<file path="src/hw/pcrf_pkg.sv">
package pcrf_pkg;
   // register offsets are register indices on the bus
   localparam logic [3:0] REG_TRIM0 = 4'h1;
   localparam logic [3:0] REG_TRIM1 = 4'h2;
   localparam logic [3:0] REG_RFLG = 4'h3;
   localparam logic [3:0] REG_SYNR = 4'h4;
   localparam logic [3:0] REG_REF_DIV = 4'h5;
   localparam logic [3:0] REG_OUT_DIV = 4'h6;
   localparam logic [3:0] REG_STATUS = 4'h7;
   // reset-cause flag positions
   localparam int PWRON_BIT = 6;
   localparam int LOWV_BIT = 5;
   localparam int WDRF_BIT = 3;
   localparam int OSCLOSS_BIT = 1;
   localparam int PLLLOSS_BIT = 0;
   localparam logic [7:0] RFLG_MASK = 8'h6B;
   // implemented bits of the trim and divider registers
   localparam logic [7:0] TRIM0_MASK = 8'h0F;
   localparam logic [7:0] TRIM1_MASK = 8'h3F;
   localparam logic [7:0] REF_DIV_MASK = 8'hCF;
   localparam logic [7:0] OUT_DIV_MASK = 8'h1F;
   // reset values and fixed codes
   localparam logic [7:0] SYNR_RST = 8'h00;
   localparam logic [7:0] REF_DIV_RST = 8'h00;
   localparam logic [4:0] OUT_DIV_RST = 5'h00;
   localparam logic [1:0] FILTER_1M = 2'h0;
   localparam logic [4:0] UNLOCK_DIV = 5'h03;
   localparam logic [5:0] RAMP_CYCLES = 6'h20;
   typedef enum logic [2:0] {
      TL_IDLE = 3'b001,
      TL_FETCH = 3'b010,
      TL_DONE = 3'b100
   } pcrf_trim_e;
endpackage

</file>
<file path="src/hw/pcrf_ramp_if.sv">
`timescale 1ns/10ps
interface pcrf_ramp_if;
   logic [4:0] target;
   logic [4:0] current;
   logic restart;
   logic settled;
   modport ctrl(output target, output restart, input current, input settled);
   modport ramp(input target, input restart, output current, output settled);
endinterface

</file>
<file path="src/hw/pcrf_div_ramp.sv">
`timescale 1ns/10ps
module pcrf_div_ramp
   import pcrf_pkg::*;
(
   input wire logic ref_clk,
   input wire logic sys_rst,
   pcrf_ramp_if.ramp rp
);
   logic [4:0] cur_r;
   logic [5:0] cnt_r;
   assign rp.current = cur_r;
   assign rp.settled = (cur_r == rp.target);
   // one step per cycle toward target, so at most 31 steps
   always_ff @(posedge ref_clk or posedge sys_rst) begin
      if (sys_rst) begin
         cur_r <= UNLOCK_DIV;
      end else if (cur_r < rp.target) begin
         cur_r <= cur_r + 5'h01;
      end else if (cur_r > rp.target) begin
         cur_r <= cur_r - 5'h01;
      end
   end
   always_ff @(posedge ref_clk or posedge sys_rst) begin
      if (sys_rst) begin
         cnt_r <= 6'h00;
      end else if (rp.restart) begin
         cnt_r <= 6'h00;
      end else if (!rp.settled && cnt_r != RAMP_CYCLES) begin
         cnt_r <= cnt_r + 6'h01;
      end
   end
   a_ramp_bound: assert property (@(posedge ref_clk) disable iff (sys_rst)
      cnt_r <= RAMP_CYCLES) else $error("ramp took too long"); // [RQ17]
endmodule

</file>
<file path="src/hw/pcrf_top.sv">
`timescale 1ns/10ps
// Summary of operation
// RQ1: trim registers writable only in special mode; readable always.
// RQ2: trim registers loaded from flash after system reset release.
// RQ3: power-on reset sets bit 6; system reset keeps it.
// RQ4: low-voltage reset on any domain or power-on sets bit 5.
// RQ5: watchdog, osc-loss, pll-loss set bits 3,1,0; power-on clears.
// RQ6: flags clear only on writing one; zero leaves them.
// RQ7: synthesizer and reference divider writes need protect low, pll selected.
// RQ8: accepted synthesizer write clears lock and oscillator status.
// RQ9: accepted reference divider write clears lock and oscillator status.
// RQ10: locked vco equals two times reference times multiplier plus one.
// RQ11: software picks vco range 00 or 01; 10, 11 reserved.
// RQ12: reference is osc over divider plus one, else internal 1 MHz.
// RQ13: software sets reference range code by reference frequency.
// RQ14: internal reference forces filter 1-2 MHz; field still stores.
// RQ15: post divider writes accepted only while pll selected.
// RQ16: pll out is vco over output divider+1 locked, over 4 unlocked.
// RQ17: output divider ramps to target within 32 cycles.
// RQ18: reserved bits read zero and ignore writes.
module pcrf_top (
   input wire logic ref_clk,
   input wire logic sys_rst,
   input wire logic por_rst,
   input wire logic [3:0] regAddr,
   input wire logic [7:0] regWdata,
   input wire logic regWr,
   input wire logic regRd,
   output logic [7:0] regRdata,
   input wire logic special_mode,
   input wire logic pll_select,
   input wire logic write_protect,
   input wire logic osc_enable,
   input wire logic lock_raw,
   input wire logic osc_ok_raw,
   input wire logic lvr_event,
   input wire logic wdog_event,
   input wire logic osc_loss_event,
   input wire logic pll_loss_event,
   output logic flashReq,
   output logic flashSel,
   input wire logic flashAck,
   input wire logic [7:0] flashData,
   output logic [5:0] multiplier_field,
   output logic [1:0] vco_range_field,
   output logic [3:0] reference_divider_field,
   output logic [1:0] filter_range,
   output logic use_internal_ref,
   output logic [4:0] pllDivider,
   output logic pll_settled,
   output logic osc_qualified,
   output logic statusClear
);
   import pcrf_pkg::*;
   logic [7:0] trim0_r, trim1_r, rflg_r, synr_r, ref_div_r;
   logic [4:0] out_div_r;
   logic [5:0] rampAge_r;
   logic [7:0] rdata_r;
   logic lock_s1_r, lock_s2_r, osc_s1_r, osc_s2_r;
   logic [3:0] ev_s1_r, ev_s2_r;
   logic lock_sync_r, osc_sync_r, lock_prev_r;
   logic rel_s1_r, rel_s2_r;
   logic flashSel_r;
   pcrf_trim_e tl_r;
   logic wrTrim, wrSynth, wrRef, wrPost, anyClr;
   pcrf_ramp_if rif();

   assign wrTrim = regWr && special_mode; // [RQ1]
   assign wrSynth = regWr && regAddr == REG_SYNR
      && !write_protect && pll_select; // [RQ7]
   assign wrRef = regWr && regAddr == REG_REF_DIV
      && !write_protect && pll_select; // [RQ7]
   assign wrPost = regWr && regAddr == REG_OUT_DIV && pll_select; // [RQ15]
   assign anyClr = wrSynth || wrRef; // [RQ8] [RQ9]
   assign statusClear = anyClr;

   // all foreign inputs through two flops
   always_ff @(posedge ref_clk or posedge sys_rst) begin
      if (sys_rst) begin
         lock_s1_r <= 1'b0;
         lock_s2_r <= 1'b0;
         osc_s1_r <= 1'b0;
         osc_s2_r <= 1'b0;
         ev_s1_r <= 4'h0;
         ev_s2_r <= 4'h0;
         rel_s1_r <= 1'b0;
         rel_s2_r <= 1'b0;
      end else begin
         lock_s1_r <= lock_raw;
         lock_s2_r <= lock_s1_r;
         osc_s1_r <= osc_ok_raw;
         osc_s2_r <= osc_s1_r;
         ev_s1_r <= {lvr_event, wdog_event, osc_loss_event, pll_loss_event};
         ev_s2_r <= ev_s1_r;
         rel_s1_r <= 1'b1;
         rel_s2_r <= rel_s1_r;
      end
   end

   // status drops for one cycle on reconfiguration, then follows the synchronized raw level again
   always_ff @(posedge ref_clk or posedge sys_rst) begin
      if (sys_rst) begin
         lock_sync_r <= 1'b0;
         osc_sync_r <= 1'b0;
         lock_prev_r <= 1'b0;
      end else begin
         lock_sync_r <= anyClr ? 1'b0 : lock_s2_r; // [RQ8] [RQ9]
         osc_sync_r <= anyClr ? 1'b0 : osc_s2_r; // [RQ8] [RQ9]
         lock_prev_r <= lock_sync_r;
      end
   end
   assign pll_settled = lock_sync_r;
   assign osc_qualified = osc_sync_r;

   // reset flags live on the power-on reset only; system reset spares them
   always_ff @(posedge ref_clk or posedge por_rst) begin
      if (por_rst) begin
         rflg_r <= 8'h60; // [RQ3] [RQ4] [RQ5]
      end else begin
         for (int i = 0; i < 8; i++) begin
            if (regWr && regAddr == REG_RFLG && regWdata[i]) begin
               rflg_r[i] <= 1'b0; // [RQ6]
            end
         end
         // set beats a same-cycle clear
         if (ev_s2_r[3]) begin
            rflg_r[LOWV_BIT] <= 1'b1; // [RQ4]
         end
         if (ev_s2_r[2]) begin
            rflg_r[WDRF_BIT] <= 1'b1; // [RQ5]
         end
         if (ev_s2_r[1]) begin
            rflg_r[OSCLOSS_BIT] <= 1'b1; // [RQ5]
         end
         if (ev_s2_r[0]) begin
            rflg_r[PLLLOSS_BIT] <= 1'b1; // [RQ5]
         end
      end
   end

   // trim loader: fetch both words once the reset release is seen
   always_ff @(posedge ref_clk or posedge sys_rst) begin
      if (sys_rst) begin
         tl_r <= TL_IDLE;
         flashSel_r <= 1'b0;
      end else begin
         case (tl_r)
            TL_IDLE: begin
               if (rel_s2_r) tl_r <= TL_FETCH; // [RQ2]
            end
            TL_FETCH: begin
               if (flashAck) begin
                  if (flashSel_r) tl_r <= TL_DONE;
                  flashSel_r <= ~flashSel_r;
               end
            end
            TL_DONE: tl_r <= TL_DONE;
            default: tl_r <= TL_IDLE;
         endcase
      end
   end
   assign flashReq = (tl_r == TL_FETCH);
   assign flashSel = flashSel_r;

   always_ff @(posedge ref_clk or posedge sys_rst) begin
      if (sys_rst) begin
         trim0_r <= 8'h00;
         trim1_r <= 8'h00;
      end else begin
         if (tl_r == TL_FETCH && flashAck && !flashSel_r) begin
            trim0_r <= flashData & TRIM0_MASK; // [RQ2]
         end else if (wrTrim && regAddr == REG_TRIM0) begin
            trim0_r <= regWdata & TRIM0_MASK; // [RQ1] [RQ18]
         end
         if (tl_r == TL_FETCH && flashAck && flashSel_r) begin
            trim1_r <= flashData & TRIM1_MASK; // [RQ2]
         end else if (wrTrim && regAddr == REG_TRIM1) begin
            trim1_r <= regWdata & TRIM1_MASK; // [RQ1] [RQ18]
         end
      end
   end

   always_ff @(posedge ref_clk or posedge sys_rst) begin
      if (sys_rst) begin
         synr_r <= SYNR_RST;
         ref_div_r <= REF_DIV_RST;
         out_div_r <= OUT_DIV_RST;
      end else begin
         if (wrSynth) begin
            synr_r <= regWdata; // [RQ7]
         end
         if (wrRef) begin
            ref_div_r <= regWdata & REF_DIV_MASK; // [RQ7] [RQ18]
         end
         if (wrPost) begin
            out_div_r <= regWdata[4:0]; // [RQ15]
         end
      end
   end

   // vco = 2*ref*(mult+1) is set by these fields in the analog loop
   assign multiplier_field = synr_r[5:0]; // [RQ10]
   assign vco_range_field = synr_r[7:6];
   assign reference_divider_field = ref_div_r[3:0]; // [RQ12]
   assign use_internal_ref = !osc_enable; // [RQ12]
   assign filter_range = osc_enable ? ref_div_r[7:6] : FILTER_1M; // [RQ14]

   // unlocked runs divide-by-4; lock or a new value restarts the ramp
   assign rif.target = lock_sync_r ? out_div_r : UNLOCK_DIV; // [RQ16]

   // cycles since the last ramp restart; parks at the bound to stay quiet
   always_ff @(posedge ref_clk or posedge sys_rst) begin
      if (sys_rst) begin
         rampAge_r <= RAMP_CYCLES;
      end else if (rif.restart) begin
         rampAge_r <= 6'h00;
      end else if (rampAge_r < RAMP_CYCLES) begin
         rampAge_r <= rampAge_r + 6'h01;
      end
   end
   assign rif.restart = wrPost || (lock_sync_r && !lock_prev_r); // [RQ17]
   pcrf_div_ramp u_ramp (
      .ref_clk(ref_clk),
      .sys_rst(sys_rst),
      .rp(rif.ramp)
   );
   assign pllDivider = rif.current;

   always_ff @(posedge ref_clk or posedge sys_rst) begin
      if (sys_rst) begin
         rdata_r <= 8'h00;
      end else if (regRd) begin
         case (regAddr)
            REG_TRIM0: rdata_r <= trim0_r;
            REG_TRIM1: rdata_r <= trim1_r;
            REG_RFLG: rdata_r <= rflg_r & RFLG_MASK; // [RQ18]
            REG_SYNR: rdata_r <= synr_r;
            REG_REF_DIV: rdata_r <= ref_div_r;
            REG_OUT_DIV: rdata_r <= {3'h0, out_div_r};
            REG_STATUS: rdata_r <= {6'h00, lock_sync_r, osc_sync_r};
            default: rdata_r <= 8'h00;
         endcase
      end else begin
         rdata_r <= 8'h00;
      end
   end
   assign regRdata = rdata_r;

   a_trim_normal: assert property (@(posedge ref_clk) disable iff (sys_rst)
      regWr && !special_mode && tl_r == TL_DONE |=> $stable(trim0_r)
      && $stable(trim1_r)) else $error("trim changed in normal mode"); // [RQ1]
   a_synth_guard: assert property (@(posedge ref_clk) disable iff (sys_rst)
      regWr && regAddr == REG_SYNR && (write_protect || !pll_select)
      |=> $stable(synr_r)) else $error("guarded write took"); // [RQ7]
   a_synth_clr: assert property (@(posedge ref_clk) disable iff (sys_rst)
      wrSynth |=> !pll_settled && !osc_qualified)
      else $error("status not cleared"); // [RQ8]
   a_ref_clr: assert property (@(posedge ref_clk) disable iff (sys_rst)
      wrRef |=> !pll_settled && !osc_qualified)
      else $error("status not cleared"); // [RQ9]
   a_post_guard: assert property (@(posedge ref_clk) disable iff (sys_rst)
      regWr && regAddr == REG_OUT_DIV && !pll_select |=> $stable(out_div_r))
      else $error("post divider took write"); // [RQ15]
   a_filter_int: assert property (@(posedge ref_clk) disable iff (sys_rst)
      !osc_enable |-> filter_range == FILTER_1M)
      else $error("filter not fixed"); // [RQ14]
   a_flag_set: assert property (@(posedge ref_clk) disable iff (por_rst)
      ev_s2_r[2] |=> rflg_r[WDRF_BIT]) else $error("flag lost"); // [RQ5]
   a_flag_zero: assert property (@(posedge ref_clk) disable iff (por_rst)
      regWr && regAddr == REG_RFLG && !regWdata[PWRON_BIT]
      && $past(rflg_r[PWRON_BIT]) |=> rflg_r[PWRON_BIT])
      else $error("zero cleared flag"); // [RQ6]
   a_unlock_ramp: assert property (@(posedge ref_clk) disable iff (sys_rst)
      !lock_sync_r ##1 !lock_sync_r [*7] |-> pllDivider == UNLOCK_DIV)
      else $error("unlock divider wrong"); // [RQ16]
   a_ramp_done: assert property (@(posedge ref_clk) disable iff (sys_rst)
      rampAge_r == RAMP_CYCLES - 6'h01 && lock_sync_r |-> rif.settled)
      else $error("ramp not settled"); // [RQ17]
   a_ref_guard: assert property (@(posedge ref_clk) disable iff (sys_rst) // [RQ7]
      regWr && regAddr == REG_REF_DIV && (write_protect || !pll_select)
      |=> $stable(ref_div_r)) else $error("guarded write took");
   a_post_take: assert property (@(posedge ref_clk) disable iff (sys_rst) // [RQ15]
      wrPost |=> out_div_r == $past(regWdata[4:0]))
      else $error("output divider write lost");
   a_syn_take: assert property (@(posedge ref_clk) disable iff (sys_rst) // [RQ7]
      wrSynth |=> synr_r == $past(regWdata))
      else $error("synthesizer write lost");
   a_unmapped_zero: assert property (@(posedge ref_clk) disable iff (sys_rst) // [RQ18]
      regRd && (regAddr == 4'h0 || regAddr > REG_STATUS) |=> regRdata == 8'h00)
      else $error("unmapped read not zero");
   a_flag_pad: assert property (@(posedge ref_clk) disable iff (sys_rst) // [RQ18]
      regRd && regAddr == REG_RFLG |=> (regRdata & ~RFLG_MASK) == 8'h00)
      else $error("reserved flag bit set");
   a_lowv_set: assert property (@(posedge ref_clk) disable iff (por_rst) // [RQ4]
      ev_s2_r[3] |=> rflg_r[LOWV_BIT]) else $error("flag lost");
   a_oscloss_set: assert property (@(posedge ref_clk) disable iff (por_rst) // [RQ5]
      ev_s2_r[1] |=> rflg_r[OSCLOSS_BIT]) else $error("flag lost");
   a_pllloss_set: assert property (@(posedge ref_clk) disable iff (por_rst) // [RQ5]
      ev_s2_r[0] |=> rflg_r[PLLLOSS_BIT]) else $error("flag lost");
   a_pwron_keep: assert property (@(posedge ref_clk) disable iff (por_rst) // [RQ3]
      !(regWr && regAddr == REG_RFLG && regWdata[PWRON_BIT])
      |=> rflg_r[PWRON_BIT] == $past(rflg_r[PWRON_BIT])) else $error("flag moved");
   a_trim0_fetch: assert property (@(posedge ref_clk) disable iff (sys_rst) // [RQ2]
      tl_r == TL_FETCH && flashAck && !flashSel_r
      |=> trim0_r == ($past(flashData) & TRIM0_MASK)) else $error("trim load");
   a_trim1_fetch: assert property (@(posedge ref_clk) disable iff (sys_rst) // [RQ2]
      tl_r == TL_FETCH && flashAck && flashSel_r
      |=> trim1_r == ($past(flashData) & TRIM1_MASK)) else $error("trim load");
   a_filter_ext: assert property (@(posedge ref_clk) disable iff (sys_rst) // [RQ14]
      osc_enable |-> filter_range == ref_div_r[7:6])
      else $error("filter not from field");
   a_status_follow: assert property (@(posedge ref_clk) disable iff (sys_rst) // [RQ8]
      !anyClr |=> pll_settled == $past(lock_s2_r))
      else $error("status not following");
   a_ramp_step: assert property (@(posedge ref_clk) disable iff (sys_rst) // [RQ17]
      1'b1 |=> pllDivider == $past(pllDivider)
      || pllDivider == $past(pllDivider) + 5'h01
      || pllDivider == $past(pllDivider) - 5'h01) else $error("ramp jumped");
   a_clear_pulse: assert property (@(posedge ref_clk) disable iff (sys_rst) // [RQ9]
      statusClear |-> regWr) else $error("stray status clear");
   c_synth_wr: cover property (@(posedge ref_clk) wrSynth);
   c_trim_load: cover property (@(posedge ref_clk) tl_r == TL_DONE);
   c_flag_clr: cover property (@(posedge ref_clk)
      regWr && regAddr == REG_RFLG && regWdata[WDRF_BIT]);
   c_ramp: cover property (@(posedge ref_clk) wrPost ##[1:32] rif.settled);
   c_lock_ramp: cover property (@(posedge ref_clk)
      lock_sync_r && !lock_prev_r);
endmodule

</file>
<file path="config.mk">
export PLATFORM = sky130hd
export DESIGN_NAME = pcrf_top
export DESIGN_NICKNAME = d
export VERILOG_FILES = /design/src/hw/pcrf_pkg.sv /design/src/hw/pcrf_ramp_if.sv /design/src/hw/pcrf_div_ramp.sv /design/src/hw/pcrf_top.sv
export SDC_FILE = /design/constraint.sdc
export NUM_CORES = 1
export LEC_CHECK = 0
export ABC_AREA = 1
export BUFFER_PORTS_ARGS = -buffer_cell sky130_fd_sc_hd__clkbuf_2
export CAP_MARGIN = 0
export CORE_MARGIN = 2
export CORE_UTILIZATION = 25
export DETAILED_ROUTE_END_ITERATION = 10
export GPL_ROUTABILITY_DRIVEN = 0
export REMOVE_ABC_BUFFERS = 1
export SLEW_MARGIN = 20
export SYNTH_ARGS = -nofsm -noshare
export SYNTH_HDL_FRONTEND = slang
export SYNTH_SLANG_ARGS = --single-unit
</file>
<file path="constraint.sdc">
create_clock -name ref_clk -period 2.2 [get_ports ref_clk]
set_input_delay 0.11 -clock ref_clk [delete_from_list [all_inputs] [get_ports ref_clk]]
set_output_delay 0.11 -clock ref_clk [all_outputs]
set_load 0.02 [all_outputs]
</file>
==> flow_summary.yaml <==
sta:
  slew_headroom: 0.6626
  max_freq_mhz: 459.5
  finalSetupViolCount: 0
  finalHoldViolCount: 0
  rsz0062_at_grt: "true"
  fin_crit_sh: 0.9892
  worst_pin_slew_ns: 0.5055
  fin_setup_tns_ns: 0
  slew_viol_final: 0
  setup_ws_ns: 0.02384
  period_minus_slack_ns: 2.176
  skew_ns: 0.008093
critical_path:
  r2r_slack_ns: 0.02
  cp_top_family: "simple AND/OR/NAND/NOR gates"
  end_kind: "flop"
  path_cells: "inv_2, nor2_1, ha_1, nand2_1, nor2_2, nand2_2, nand3_4, fa_2, inv_2, nor2_1, nor2_1, nand2_1, inv_1, nand2_2, nand2_1, nand2_1, nand2_1"
  start_kind: "flop"
  required_ns: 2.47
  cp_slowest_cell: "dfrtp_2"
  crit_top_cell: "nand2_1"
  cp_num_buf_inv: 3
  critPathMaxStageDelay_ns: 0.44
  crit_type: "flop to flop"
  cp_max_fo: 6
  arrival_ns: 2.44
flow_run:
  cap_viol_max_count: 0
cts:
  path_clk_slew_ns: 0.05
  cts_buffers: 9
  cts_tree: "yes"
  numClockSinks: 67
  clock_tree.root_cell: "clkbuf_16"
  htreeDepth: 3
  clk_path_buf_depth: 2
  clkLatencyLatePin_ns: 0.33
logic_synthesis:
  async_flop_share: 1.000
  yosysSeqAreaShare: 0.5233
  ys_types: 31
  synth_edf_count: 0
  synth_top_area_frac: 0.4825
  synth_common_cells: "109 x nand2_1, 62 x dfrtp_1, 49 x nand3_1"
  yosys_warnings: 0
  yosysMostFrequentCell: "nand2_1"
  syn_area_per_cell_um2: 8.575
  netlist.top_cell.by_area: "dfrtp_1"
  synth-seq-cells: 67
  postSynthCellCount: 375
  ys.flop_type: "dfrtp_1"
  yosys-top-cells-area: "dfrtp_1 48%, nand2_1 13%, nand3_1 7.6%"
  netlist_area_um2: 3216
power_and_ir_drop:
  total_power_uw: 5093
  p_leak_uw: 0.002253
  p_sw_frac: 0.3462
  pwr-share-comb: 0.371
  cellInternalPower_uw: 3330
  power_switching_uw: 1763
  power_frac_clock: 0.295
  power.density_cell_area_nw_per_um2: 1182
  seqPwrFrac: 0.334
  peakVddDrop_mv: 0.3422
floorplan:
  dieHeight_um: 117.4
  dieArea_um2: 13790
  initial_utilization: 0.2558
  core_area_um2: 12570
  die_w_um: 117.4
  rows: 41
  ios: 69
global_route:
  gr-usage-all-layers: 0.1254
  grt_pass1_vias: 2667
  antenna_found_initial: 0
  overflow: 0
  grt_pass1_wl_mm: 13.57
  grt_max_degree: 63
drt:
  drt_iter0_markers: 148
  viasPerCell: 4.135
  wire_per_inst_um: 12.60
  routed_wl_mm: 8.127
  drtAntennaViolNets: 0
  drc: 0
  vias: 2667
  drt_first_pass_iters: 4
placed_design:
  pre_cts_slack_ns: -0.1525
  dp_hpwl_mm: 6.140
  placedCellCount: 619
  port_buffers: 66
  place_area_um2: 3814
outcome:
  status: "complete, no violations"
worst_hold_path:
  hold_class: "input port to flop"
finish:
  diodes: 0
  nets: 513
  finish.instance_area_um2: 4310
  instances_no_fill: 645
  fillers: 1316
  drive_gt1_frac: 0.3087
  area_growth_pct: 34.05
==> placed cells by master, fill, tap and decap left out, drive strengths merged <==
cell type,n
dfrtp,62
dfstp,5
o21a,2
nand4,1
nor2,26
buf,15
ha,8
nor3,2
nand3b,1
xor2,3
bufinv,2
inv,51
o21bai,2
conb,1
clkbuf,77
nand3,51
a21oi,7
nand2,115
o21ai,26
dlygate4sd3,8
clkinv,7
fa,1
==> routing by layer <==
metal,up-vias,track usage,part of all wire
met2,53,0.2054,0.48
met4,0,0.04217,0.017
met5,-,0,0
met3,11,0.04134,0.061
met1,1237,0.1556,0.45
li1,1366,-,-
==> layout make-up <==
| type | count | area, µm² | share of cell area |
|---|---|---|---|
| clock buffer | 11 | 232.7 | 0.05399 |
| clock inverter | 5 | 78.83 | 0.01829 |
| inverter | 55 | 207.7 | 0.04819 |
| multi-input combinational | 246 | 1353 | 0.3138 |
| sequential | 67 | 1684 | 0.3907 |
| tap | 172 | 215.2 | 0.04993 |
| timing repair buffer | 89 | 539.3 | 0.1251 |
==> cell families after synthesis <==
kind of cell    after synthesis  synth area share
xor+xnor                      3          0.008173
compound gates               37           0.06887
other cells                   1          0.001166
fa+ha+maj                     9           0.03736
flops                        67            0.5233
buf+inv                      62           0.08249
simple gates                196            0.2786
==> flip-flops by register name, summed over array words and instances (netlist names), 3 cells and up <==
signal and cells:
ev_s1_r 4, ev_s2_r 4, out_div_r 5, ref_div_r 6, regRdata 8, rflg_r 5, synr_r 8, tl_r 3
trim0_r 4, trim1_r 6, u_ramp.rp.current 5
==> per-stage QoR <==
| stage | util | hold slack, ns |
|---|---|---|
| 4_1_cts | 0.3378 | 0.008983 |
| 3_3_place_gp | 0.3034 | -0.001961 |
| 3_5_place_dp | 0.3034 | 0.007294 |
| 5_1_grt | 0.3430 | 0.02054 |
| 6_report | 0.3430 | 0.01721 |
| 2_1_floorplan | - | -0.1129 |
==> power groups by stage <==
stage                     sequential, µW  combinational (µW)  clock, µW
after floorplan                     1800                 959          0
after global placement              1710                1550          0
after detailed placement            1720                1620          0
after CTS                           1700                1770       1540
after global routing                1730                2150       1600
final                               1700                1890       1500
==> final timing paths <==
path                              start              endpoint  cells past startpoint
max                         pll_settled  u_ramp.rp.current[4]                     17
min                        flashData[2]            trim0_r[2]                      3
max reg2reg                 pll_settled  u_ramp.rp.current[4]                     17
min reg2reg                    osc_s1_r              osc_s2_r                      0
max in group asynchronous       sys_rst  u_ramp.rp.current[1]                      4
min in group asynchronous       por_rst             rflg_r[1]                      3
==> what timing repair did <==
| item | 4_1_cts | 5_1_grt |
|---|---|---|
| hold endpoints to repair | 70 | 0 |
| hold buffers | 8 | 0 |
| endpoints found under the setup margin | 2 | 2 |
| resized for setup | 5 | 13 |
| pin swaps | 0 | 14 |
| setup buffers | 0 | 3 |
==> worst register-to-register path: cells and delay by family, from the launching register on <==
kind	cells	cell delay, ns
AND/OR/NAND/NOR	12	0.80
adder cells (fa/ha/maj)	2	0.70
buffers and inverters	3	0.17
flip-flops	1	0.44
(Power assumes the default switching activity.)
